`src/rtl/ocrf_pkg.sv`:
```
// Package for the offcore response event filter: map, fields, carriers
package ocrf_pkg;

  // Register index map of the plain software port
  localparam logic [11:0] ADDR_CFG_A = 12'h1A6; // Filter configuration, sub-code one
  localparam logic [11:0] ADDR_CFG_B = 12'h1A7; // Filter configuration, sub-code two
  localparam logic [11:0] ADDR_CNT_0 = 12'h0C1; // Programmable event counter 0
  localparam logic [11:0] ADDR_CNT_1 = 12'h0C2; // Programmable event counter 1

  // Event selection codes
  localparam logic [7:0] EVT_OFFCORE = 8'hB7; // Offcore response event number
  localparam logic [7:0] SUB_CFG_A = 8'h01; // Sub-code that picks config A
  localparam logic [7:0] SUB_CFG_B = 8'h02; // Sub-code that picks config B

  // Field positions inside a filter register
  localparam int REQ_LSB = 0; // Request type field low bit
  localparam int REQ_MSB = 15; // Request type field high bit
  localparam int RSP_LSB = 16; // Response field low bit
  localparam int RSP_MSB = 37; // Response field high bit
  localparam int BIT_ANY = 16; // Catch-all response bit
  localparam int BIT_SECOND_LEVEL_HIT = 18; // Supplier: second-level hit, M/E/S
  localparam int SUP_MSB = 30; // Supplier field high bit
  localparam int SNP_LSB = 31; // Snoop field low bit
  localparam int BIT_LAT_EN = 38; // Mean delay enable, config A only
  localparam int CFG_W = 39; // Stored width of a filter register

  // Request type bit positions as carried on the request path
  localparam int RQ_DEMAND_DATA_READ = 0; // Demand and L1 prefetch data reads
  localparam int RQ_DEMAND_OWNERSHIP_READ = 1; // Demand and L1 prefetch ownership reads
  localparam int RQ_DEMAND_CODE_READ = 2; // Demand and L1 prefetch code reads
  localparam int RQ_WRITEBACK_REQUEST = 3; // Modified-to-exclusive writeback
  localparam int RQ_PREFETCH_DATA_READ = 4; // L2 prefetcher data read
  localparam int RQ_PREFETCH_OWNERSHIP_READ = 5; // L2 prefetcher ownership read
  localparam int RQ_PREFETCH_CODE_READ = 6; // L2 prefetcher code read
  localparam int RQ_PARTIAL_READ = 7; // Demand partial-line read
  localparam int RQ_PARTIAL_WRITE = 8; // Demand partial-line ownership write
  localparam int RQ_UNCACHED_CODE_FETCH = 9; // Uncached instruction fetch
  localparam int RQ_LOCKED_ACCESS_REQUEST = 10; // Bus and split locks
  localparam int RQ_STREAMING_STORE = 11; // Streaming store
  localparam int RQ_SOFTWARE_PREFETCH = 12; // Software prefetch
  localparam int RQ_L1_HW_PREFETCH_READ = 13; // L1 hardware prefetch data read
  localparam int RQ_PARTIAL_STREAMING_STORE = 14; // Partial streaming store
  localparam int RQ_OTHER = 15; // Anything else on the core_uncore_link

  // Writable bits; reserved 17, 19..30, 32, 35 stay zero
  localparam logic [CFG_W-1:0] MASK_CFG_B = 39'h36_8005_FFFF;
  localparam logic [CFG_W-1:0] MASK_CFG_A = 39'h76_8005_FFFF;
  localparam logic [CFG_W-1:0] RST_CFG = 39'h00_0000_0000; // Filters off at reset

  // Request issued toward the uncore
  typedef struct packed {
    logic valid; // One-cycle issue strobe
    logic [15:0] req_type; // One-hot request class
  } ocrf_req_s;

  // Response returned for an earlier request
  typedef struct packed {
    logic valid; // One-cycle response strobe
    logic [15:0] req_type; // Class of the request answered
    logic [21:0] info; // Supplier and snoop info, positions 37..16
  } ocrf_rsp_s;

  // Event selection seen by the filter
  typedef struct packed {
    logic enable; // Counter 0 is programmed and running
    logic [7:0] code; // Event number
    logic [7:0] sub_code; // Event sub-code
  } ocrf_evt_s;

endpackage

```
`src/rtl/ocrf_filter.sv`:
```
// Offcore response event filter with its two filter registers and counters
//
// Overview of operation
// - Event B7/sub 01 filters via config A
// - Event B7/sub 02 filters via config B
// - Bits 15:0 select eligible request types
// - Bits 30:16 select response suppliers
// - Bits 37:31 select snoop responses
// - No request bit or bad pattern counts zero
// - Valid: catch-all, or supplier and snoop
// - Catch-all bit 16 ignores supplier, snoop bits
// - Any selected combination of bits matches
// - Bits 0-2: demand data, ownership, code reads
// - Bit 3 writeback; bits 4-6 L2 prefetches
// - Bits 7-9: partial read, write, uncached fetch
// - Bits 10-15: locks, stores, prefetches, other
// - Bit 18 second-level hit; others reserved
// - Snoop bits 31,33,34,36; 32,35 reserved
// - Bit 37 matches non-memory targets
// - Only config A holds mean delay bit
// - Latency mode: counter 0 sums outstanding
// - Latency mode: counter 1 counts new requests
//
// Notes for users
// Registers are reached by plain index, not by byte address.
// Reserved filter bits are dropped on write and read as zero.
// Counter 0 and counter 1 sit at their own indices, read/write.
// A counter write wins over counting in that same cycle.
// Normal mode counts only into counter 0, one per response.
// Latency mode needs the event enabled with sub-code one.
// Response bits are not looked at in latency mode at all.
// Outstanding requests saturate, so a flood reads low, not wrong.
// The tracker clears whenever latency mode drops out.
// A response with no tracked request left is ignored.
// The mode flag is a level, not a registered output.
// Read data stands one cycle after the strobe, zero otherwise.
// The counters wrap silently at their full width.
`timescale 1ns/100ps
`default_nettype none

module ocrf_filter #(
  parameter int CNT_W = 48, // Event counter width
  parameter int OUT_W = 6 // Outstanding request tracker width
) (
  // Clock and reset
  input wire logic i_mclk,
  input wire logic i_rst_n,
  // Software register port
  input wire logic [11:0] i_addr,
  input wire logic [63:0] i_wdata,
  input wire logic i_wr,
  input wire logic i_rd,
  output logic [63:0] o_rdata,
  // Event selection and core offcore path
  input wire ocrf_pkg::ocrf_evt_s i_evt,
  input wire ocrf_pkg::ocrf_req_s i_req,
  input wire ocrf_pkg::ocrf_rsp_s i_rsp,
  // Counter values and latency mode flag
  output logic [CNT_W-1:0] o_cnt0,
  output logic [CNT_W-1:0] o_cnt1,
  output logic o_lat_mode
);

  // Refuse widths that the read path or adders cannot serve
  initial begin
    if (CNT_W < 8 || CNT_W > 63 || OUT_W < 1 || OUT_W >= CNT_W) begin
      $error("ocrf_filter: unsupported CNT_W or OUT_W");
    end
  end

  // Whole module state
  typedef struct packed {
    logic [ocrf_pkg::CFG_W-1:0] cfg_a; // Filter register A
    logic [ocrf_pkg::CFG_W-1:0] cfg_b; // Filter register B
    logic [CNT_W-1:0] cnt0; // Counter 0
    logic [CNT_W-1:0] cnt1; // Counter 1
    logic [OUT_W-1:0] outst; // Outstanding selected requests
    logic [63:0] rdata; // Read answer
  } ocrf_state_s;

  ocrf_state_s state; // Registered state
  ocrf_state_s next_state; // Next state

  // Decoded selection
  logic is_evt; // Offcore event programmed and enabled
  logic sel_a; // Sub-code one chosen
  logic sel_b; // Sub-code two chosen
  logic [ocrf_pkg::CFG_W-1:0] cfg; // Filter in use
  logic lat_mode; // Mean delay measurement active
  logic cfg_valid; // Filter has request and valid response pattern
  logic req_hit; // Response belongs to a selected request type
  logic sup_any; // A selected supplier reported
  logic snp_any; // A selected snoop outcome reported
  logic rsp_hit; // Response matches response field
  logic norm_inc; // Normal mode count pulse
  logic lat_issue; // New selected request issued
  logic lat_done; // Selected request completed
  logic wr_cnt0; // Software writes counter 0
  logic wr_cnt1; // Software writes counter 1
  logic [CNT_W-1:0] outst_ext; // Outstanding count widened

  // Event and filter decode
  // Selection comes from same-clock logic, so no synchroniser here.
  // An unknown sub-code falls back to an all-zero filter, which
  // is invalid and therefore can never count.
  always_comb begin
    is_evt = i_evt.enable && (i_evt.code == ocrf_pkg::EVT_OFFCORE);
    sel_a = is_evt && (i_evt.sub_code == ocrf_pkg::SUB_CFG_A);
    sel_b = is_evt && (i_evt.sub_code == ocrf_pkg::SUB_CFG_B);
    // Pick the register; neither chosen means an all-zero filter
    if (sel_a) begin
      cfg = state.cfg_a;
    end else if (sel_b) begin
      cfg = state.cfg_b;
    end else begin
      cfg = ocrf_pkg::RST_CFG;
    end
    // Latency mode lives only in config A
    lat_mode = sel_a && state.cfg_a[ocrf_pkg::BIT_LAT_EN];
  end

  // Matching of request and response against the filter
  // Each response carries its request class and its response bits.
  // Matching is pure logic on the response strobe cycle, so a
  // back-to-back stream of responses counts once per cycle.
  // The validity term guards filters that software left half set.
  always_comb begin
    // Request bit n stands for class n, any of several may be set
    req_hit = |(i_rsp.req_type & cfg[ocrf_pkg::REQ_MSB:ocrf_pkg::REQ_LSB]);
    // Supplier bits 30:17; only 18 is writable, reserved ones read zero
    sup_any = |(i_rsp.info[ocrf_pkg::SUP_MSB-ocrf_pkg::RSP_LSB:1]
                & cfg[ocrf_pkg::SUP_MSB:ocrf_pkg::RSP_LSB+1]);
    // Snoop bits 37:31, including the non-memory target bit
    snp_any = |(i_rsp.info[ocrf_pkg::RSP_MSB-ocrf_pkg::RSP_LSB:ocrf_pkg::SNP_LSB-ocrf_pkg::RSP_LSB]
                & cfg[ocrf_pkg::RSP_MSB:ocrf_pkg::SNP_LSB]);
    // Catch-all overrides supplier and snoop selection
    if (cfg[ocrf_pkg::BIT_ANY]) begin
      rsp_hit = 1'b1;
    end else begin
      rsp_hit = sup_any && snp_any;
    end
    // A filter with no request or no valid response pattern counts nothing
    cfg_valid = (|cfg[ocrf_pkg::REQ_MSB:ocrf_pkg::REQ_LSB])
                && (cfg[ocrf_pkg::BIT_ANY]
                    || ((|cfg[ocrf_pkg::SUP_MSB:ocrf_pkg::RSP_LSB+1])
                        && (|cfg[ocrf_pkg::RSP_MSB:ocrf_pkg::SNP_LSB])));
    norm_inc = !lat_mode && cfg_valid && i_rsp.valid && req_hit && rsp_hit;
  end

  // Latency mode request tracking
  // Issue and completion in one cycle leave the tracker as it was.
  // Completions below zero are dropped; they belong to requests
  // issued before the mode was switched on.
  always_comb begin
    // Response bits are ignored here; software keeps them cleared
    lat_issue = lat_mode && i_req.valid
                && (|(i_req.req_type & state.cfg_a[ocrf_pkg::REQ_MSB:ocrf_pkg::REQ_LSB]));
    lat_done = lat_mode && i_rsp.valid && (state.outst != '0)
               && (|(i_rsp.req_type & state.cfg_a[ocrf_pkg::REQ_MSB:ocrf_pkg::REQ_LSB]));
    outst_ext = {{(CNT_W-OUT_W){1'b0}}, state.outst};
    wr_cnt0 = i_wr && (i_addr == ocrf_pkg::ADDR_CNT_0);
    wr_cnt1 = i_wr && (i_addr == ocrf_pkg::ADDR_CNT_1);
  end

  // Next state: register writes, counting, read answer
  // A filter write takes effect for responses from the next cycle.
  // Counting and register writes share this one process so that
  // the priority between them is plain to see.
  always_comb begin
    next_state = state;
    // Filter register writes; reserved bits are masked off
    if (i_wr && i_addr == ocrf_pkg::ADDR_CFG_A) begin
      next_state.cfg_a = i_wdata[ocrf_pkg::CFG_W-1:0] & ocrf_pkg::MASK_CFG_A;
    end
    if (i_wr && i_addr == ocrf_pkg::ADDR_CFG_B) begin
      // No latency bit in config B
      next_state.cfg_b = i_wdata[ocrf_pkg::CFG_W-1:0] & ocrf_pkg::MASK_CFG_B;
    end
    // Outstanding tracker, cleared whenever latency mode is off
    if (!lat_mode) begin
      next_state.outst = '0;
    end else if (lat_issue && !lat_done) begin
      // Saturate rather than wrap; a wrap would corrupt the average badly
      if (state.outst != '1) begin
        next_state.outst = state.outst + OUT_W'(1);
      end
    end else if (lat_done && !lat_issue) begin
      next_state.outst = state.outst - OUT_W'(1);
    end
    // Counter 0: software write wins over counting in the same cycle
    if (wr_cnt0) begin
      next_state.cnt0 = i_wdata[CNT_W-1:0];
    end else if (lat_mode) begin
      next_state.cnt0 = state.cnt0 + outst_ext;
    end else if (norm_inc) begin
      next_state.cnt0 = state.cnt0 + CNT_W'(1);
    end
    // Counter 1 counts selected request issues in latency mode
    if (wr_cnt1) begin
      next_state.cnt1 = i_wdata[CNT_W-1:0];
    end else if (lat_issue) begin
      next_state.cnt1 = state.cnt1 + CNT_W'(1);
    end
    // Read answer, standing only in the cycle after the strobe
    next_state.rdata = 64'h0000_0000_0000_0000;
    if (i_rd) begin
      case (i_addr)
        ocrf_pkg::ADDR_CFG_A: next_state.rdata = {{(64-ocrf_pkg::CFG_W){1'b0}}, state.cfg_a};
        ocrf_pkg::ADDR_CFG_B: next_state.rdata = {{(64-ocrf_pkg::CFG_W){1'b0}}, state.cfg_b};
        ocrf_pkg::ADDR_CNT_0: next_state.rdata = {{(64-CNT_W){1'b0}}, state.cnt0};
        ocrf_pkg::ADDR_CNT_1: next_state.rdata = {{(64-CNT_W){1'b0}}, state.cnt1};
        // Unmapped addresses answer zero
        default: next_state.rdata = 64'h0000_0000_0000_0000;
      endcase
    end
  end

  // State register, synchronous reset
  // Reset loads constants only; filters come up off.
  always_ff @(posedge i_mclk) begin
    if (!i_rst_n) begin
      next_state_reset: begin
        state.cfg_a <= ocrf_pkg::RST_CFG;
        state.cfg_b <= ocrf_pkg::RST_CFG;
        state.cnt0 <= '0;
        state.cnt1 <= '0;
        state.outst <= '0;
        state.rdata <= 64'h0000_0000_0000_0000;
      end
    end else begin
      state <= next_state;
    end
  end

  // Outputs straight from flip-flops, except the mode flag
  assign o_rdata = state.rdata;
  assign o_cnt0 = state.cnt0;
  assign o_cnt1 = state.cnt1;
  assign o_lat_mode = lat_mode;
endmodule

`default_nettype wire

```
`config.mk`:
```
export PLATFORM = sky130hd
export DESIGN_NAME = ocrf_filter
export DESIGN_NICKNAME = d
export VERILOG_FILES = /design/src/rtl/ocrf_pkg.sv /design/src/rtl/ocrf_filter.sv
export SDC_FILE = /design/constraint.sdc
export NUM_CORES = 1
export LEC_CHECK = 0
export BUFFER_PORTS_ARGS = -buffer_cell sky130_fd_sc_hd__buf_2
export CAP_MARGIN = 30
export CORE_MARGIN = 1
export CORE_UTILIZATION = 55
export DETAILED_ROUTE_END_ITERATION = 10
export GPL_ROUTABILITY_DRIVEN = 0
export PLACE_DENSITY = 0.81
export SLEW_MARGIN = 30
export SYNTH_ARGS = -nofsm -noshare
export SYNTH_HDL_FRONTEND = slang
export SYNTH_SLANG_ARGS = --single-unit
export TNS_END_PERCENT = 100
```
`constraint.sdc`:
```
create_clock -name i_mclk -period 6.5 [get_ports i_mclk]
set_input_delay 0.65 -clock i_mclk [delete_from_list [all_inputs] [get_ports i_mclk]]
set_output_delay 0.65 -clock i_mclk [all_outputs]
set_load 0.02 [all_outputs]
```
* Word level (Yosys, flattened, before mapping)
Index checks and enable logic that the tools add are counted.
** Operators by class
- $add $sub $neg :: 5
- Multiply operators :: 0
- Divide/modulo/power cells :: 0
- Magnitude comparators :: 0
- Eq/ne operators :: 9
- Shift operators :: 0
- Multiplexer cells :: 12
- Bitwise logic cells :: 5
- Reductions and logical operators :: 41
** Operators by type and width (number)
- 48-bit 2-to-1 mux :: 5
- 48-bit one-hot mux with 4 select lines :: 1
- 48-bit by 1-bit adder with 48-bit output (second input constant) :: 2
- 38-bit 2-to-1 mux :: 2
- 16-bit OR reduction :: 4
- 48-bit by 6-bit adder with 48-bit output :: 1
- 16-bit AND :: 3
- 14-bit OR reduction :: 2
- 12-bit by 8-bit equality test with 1-bit output (second input constant) :: 2
- 12-bit by 9-bit equality test with 1-bit output (second input constant) :: 2
- 1-bit logical AND :: 22
- 6-bit 2-to-1 mux :: 3
- 14-bit AND :: 1
- 7-bit OR reduction :: 2
- 8-bit by 1-bit equality test with 1-bit output (second input constant) :: 1
- 8-bit by 2-bit equality test with 1-bit output (second input constant) :: 1
- 8-bit equality test (second input constant) :: 1
- 7-bit AND :: 1
- 6-bit by 1-bit adder with 6-bit output (second input constant) :: 1
- 6-bit != test (second input constant) :: 1
- 2-bit AND reduction :: 3
- 6-bit nonzero test :: 1
- 6-bit by 1-bit subtractor with 6-bit output (second input constant) :: 1
- 2-bit nonzero test :: 2
- 5 further kinds :: 7
** Word-level totals
- Bits in registers :: 213
- Bits in latches :: 0
- Memory bits (writable) :: 0
- ROM bits :: 0
- Bits of input ports :: 153
- Output and inout port bits :: 161
- Logic and storage cells :: 78
- Memories kept :: 0

* Longest topological paths before layout
- Depth after elaboration :: 16
- Gate-level depth with buffers :: 16
- Gate-level depth less buffers :: 14

* Worst setup path before layout
No wires, ideal clock.
- Kind :: input to register
- Start point :: input port i_evt[11] in the netlist's numbering
- End point :: register state, in the netlist o_cnt0[34]
- Library setup time :: 0.125 ns
- Data arrival time :: 3.562 ns
- Required time :: 6.375 ns
- Setup slack :: 2.813 ns
- Stages :: 16
- Path buffers :: 2
- Path through :: nor4bb_1 -> and4_1 -> nand3_2 -> clkinv_2 -> buf_2 -> nand2b_1 -> ha_1 -> fa_1 -> a21o_1 -> a21oi_1 -> or4_1 -> and2_1 -> buf_2 -> nor2_1 -> a311oi_1 -> nor3_1
** On the way
- Elaborated cells on any way between the ends :: 29
- Classes of those cells :: eq/ne (1); mux (5); bitwise (3); reduce/logical (20)
** RTL lines
- from (decl) :: line ocrf_filter.sv:55 : input wire ocrf_pkg::ocrf_evt_s i_evt,
- 8-bit equality test * :: line ocrf_filter.sv:107 : is_evt = i_evt.enable && (i_evt.code == ocrf_pkg::EVT_OFFCORE);
- 1-bit logical AND * :: line ocrf_filter.sv:107
- 1-bit logical AND * :: line ocrf_filter.sv:108 : sel_a = is_evt && (i_evt.sub_code == ocrf_pkg::SUB_CFG_A);
- 1-bit logical AND * :: line ocrf_filter.sv:119 : lat_mode = sel_a && state.cfg_a[ocrf_pkg::BIT_LAT_EN];
- via o_lat_mode :: line ocrf_filter.sv:61 : output logic o_lat_mode
- 1-bit logical NOT
- 1-bit logical AND (4 in a row) :: line ocrf_filter.sv:147 : norm_inc = !lat_mode && cfg_valid && i_rsp.valid && req_hit && rsp_hit;
- 3-bit nonzero test (no line)
- to (signal assigned) :: line ocrf_filter.sv:231 : state <= next_state;
- to (decl) :: line ocrf_filter.sv:81 : ocrf_state_s state;
The timed path passes the listed nets; every way through them passes the cells marked *.
A chain may end at the register's enable or synchronous reset.

* Worst setup path in the final report
- Start point :: input port i_evt[11] in the netlist's numbering
- End point :: register state, in the netlist o_cnt0[34]
** On the way
- Longest elaborated chain between the ends :: 14
- Elaborated cells on any way between the ends :: 29
- Classes of those cells :: eq/ne (1); mux (5); bitwise (3); reduce/logical (20)
** RTL lines
- 8-bit equality test * :: line ocrf_filter.sv:107
- 1-bit logical AND * :: line ocrf_filter.sv:107
- 1-bit logical AND :: line ocrf_filter.sv:109 : sel_b = is_evt && (i_evt.sub_code == ocrf_pkg::SUB_CFG_B);
- 38-bit 2-to-1 mux :: line ocrf_filter.sv:113 : end else if (sel_b) begin
- 38-bit 2-to-1 mux :: line ocrf_filter.sv:111 : if (sel_a) begin
- 14-bit OR reduction / 7-bit OR reduction (equally long branches) :: line ocrf_filter.sv:145, ocrf_filter.sv:146
- 1-bit logical AND :: line ocrf_filter.sv:146 : && (|cfg[ocrf_pkg::RSP_MSB:ocrf_pkg::SNP_LSB])));
- 1-bit logical OR :: line ocrf_filter.sv:145 : || ((|cfg[ocrf_pkg::SUP_MSB:ocrf_pkg::RSP_LSB+1])
- 1-bit logical AND :: line ocrf_filter.sv:144 : && (cfg[ocrf_pkg::BIT_ANY]
- 1-bit logical AND (4 in a row) :: line ocrf_filter.sv:147
- 3-bit nonzero test (no line)
Mark *: on every way between the ends. The rest lies on a longest branch, timed or not.

==> run metrics <==
synth cell count leaders 197 x dfxtp_1, 162 x buf_4, 149 x nand2_1, 116 x nor2_1, 97 x a21oi_1; CTS clock-pin slew for the worst setup and hold paths 0.08 ns; arrival time worst endpoint 4.41 ns; Core Area 21000 sq um; # DRC 0; # rows 53; worst hold path class input port to flop; CTS tree built; placed wire-length estimate 28.0 mm; cell count after synthesis 1435; Synth Register Bits 197; IO Pins 314; Clk Latency, worst-skew pair 0.45 ns; main flop type after synthesis dfxtp_1; Final Critical Period 4.07 ns; DRT Pass-1 Iters 10; count of unique library cells instantiated by Yosys 91; Die W 148 microns; largest fanout on the critical path 14; fin. max-slew vios 0; relative max-transition margin 0.312; crit path capture type flop; Post-Syn Area 11800 sq um; post-layout util 0.599; Post-Route WL 39.7 mm; IO Port Bufs 265; Root Driver clkbuf_16; top-area cell type share of the netlist area 0.335; biggest area consumer among synthesized cells dfxtp_1; first-pass GRT wire length 60.2 mm; CTS Hold Bufs 0; maxcap violations 0; count leader, synth dfxtp_1; startpoint types input port; Post-synth ARST share 0; run status finished, final reports clean; sequential share of the synthesized area 0.335; fin crit share 0.626; vias in the first global route 10.6k; initial antenna violation count 2; post-route cell area 12600 sq um; PostCTS Resize Cnt 0; WL/cell 22.3 microns; setup bufs post-CTS 0; critical path type input port to flop; vias per cell 6.57; drt initial violations 1733; RSZ-0062 raised after global routing no; Clock Skews 0.0132 ns; post-route ant nets 0; pin count of the biggest net entering global routing 97; Die ar. 22000 sq um; VDD IR-drop max 0.000184 V; Final nets 1660; Hold Fails Final Rpt 0; Max Fclk 0.246 GHz; Ys Warns 0; hold slack 0.473 ns; grt ovf 0; syn_area_per_cell 8.21 sq um; total global-route track usage 0.354; final setup vio count 0; data required time of the worst path 6.84 ns; H-tree depth 4; Area Overhead vs Synth 6.90%; setup TNS 0 ns; DP Area 12000 sq um; Area contributors post-synth dfxtp_1 33%, buf_4 10%, nand2_1 4.7%, a21oi_1 4.1%, nor2_1 3.7%; share of cells above drive strength 1 0.247; EDFF count, synth 0; DIE HEIGHT 148 microns; Num CTS Buffers 17; clock sink count 197; CTS Buffer Depth 2; leak pwr 4.72 nW; Slew @ Worst Pin 1.03 ns; initial core utilization 0.561; power per cell area 187 nW/um^2; routed via count 11.7k
-- final cells by class --
cell class | count | area (sq um)
Fill cell | 1861 | 8420
Sequential cell | 197 | 3940
Timing Repair Buffer | 278 | 1430
Multi-Input combinational cell | 980 | 6240
Clock inverter | 13 | 114
Clock buffer | 19 | 453
Inverter | 20 | 77.6
Antenna cell | 1 | 2.50
Tap cell | 275 | 344
-- flip-flops by register name (all words and copies together), names as in the netlist --
register	cells
o_cnt1	48
outst_ext	6
o_rdata	48
state	47
o_cnt0	48
-- critical path: stages --
cell	delay, ns
buf_2	0.09
nor4bb_1	0.27
and4_1	0.35
nand3_2	0.24
clkinv_2	0.25
nand2b_1	0.09
ha_1	0.21
fa_1	0.41
a21o_1	0.20
a21oi_1	0.31
or4_1	0.21
and2_1	0.56
nor2_1	0.14
a311oi_1	0.32
nor3_1	0.09
-- logic make-up after synthesis --
kind of cell / Yosys count / synth area share
buffers and inverters: 273 / 0.144
xor gates and xnor gates: 55 / 0.0409
DFF: 197 / 0.335
other: 1 / 0.000318
and+or+nand+nor: 496 / 0.215
adders and majority gates: 13 / 0.0151
AOI/OAI and AO/OA: 364 / 0.217
muxes: 36 / 0.0330
-- cell usage in the layout (no fill, tap or decap), types with 9 or more instances in the layout --
master and instances:
and4_1 18, nand4_1 22, nor2_1 115, a21oi_1 97, and2_1 10, a222oi_1 24, a221oi_1 13, dfxtp_1 197
xor2_1 14, clkbuf_16 17, conb_1 16, ha_1 11, mux2i_1 13, a22o_1 14, a311oi_1 9, or4_1 15
a22oi_1 29, a211oi_1 27, inv_1 18, and3_1 13, o31ai_1 10, nor4_1 39, or3_1 10, a31oi_1 14
o21ai_0 54, mux2_2 23, buf_4 12, xnor2_1 41, nand3_1 34, nor3_1 23, nand2_1 147, buf_2 265
-- final timing paths --
kind / slack, ns / endpoint / startpoint / cells past startpoint
worst max-delay path: 2.43 / o_cnt0[34] / i_evt[11] / 15
worst min register to register: 0.47 / state[239] / state[239] / 2
worst min-delay path: 0.47 / o_cnt0[41] / i_wdata[41] / 2
worst max register to register: 2.89 / o_cnt0[41] / state[243] / 11
-- layer usage --
metal / share of wire / vias up / track usage / wire length [microns]
met3: 0.13 / 181 / 0.102 / 5270
met1: 0.38 / 5431 / 0.454 / 15000
met2: 0.43 / 884 / 0.529 / 17100
met5: 0.00033 / - / 0 / 13
li1: - / 5217 / - / -
met4: 0.059 / 2 / 0.205 / 2360
-- stage by stage --
stage	cells	power [mW]	worst slack, ns
finish	1783	2.36	2.43
global route	1783	2.41	2.20
detailed placement	1750	1.34	2.08
CTS	1782	2.35	2.49
floorplan	1450	1.28	2.81
global placement	1749	1.34	2.20
-- power by group --
part / internal, mW / switching [mW]
registers: 1.21 / 0.000367
clock network: 0.525 / 0.518
logic: 0.0364 / 0.0748
total: 1.77 / 0.593
Note: power is estimated with default switching activity, not from simulation.
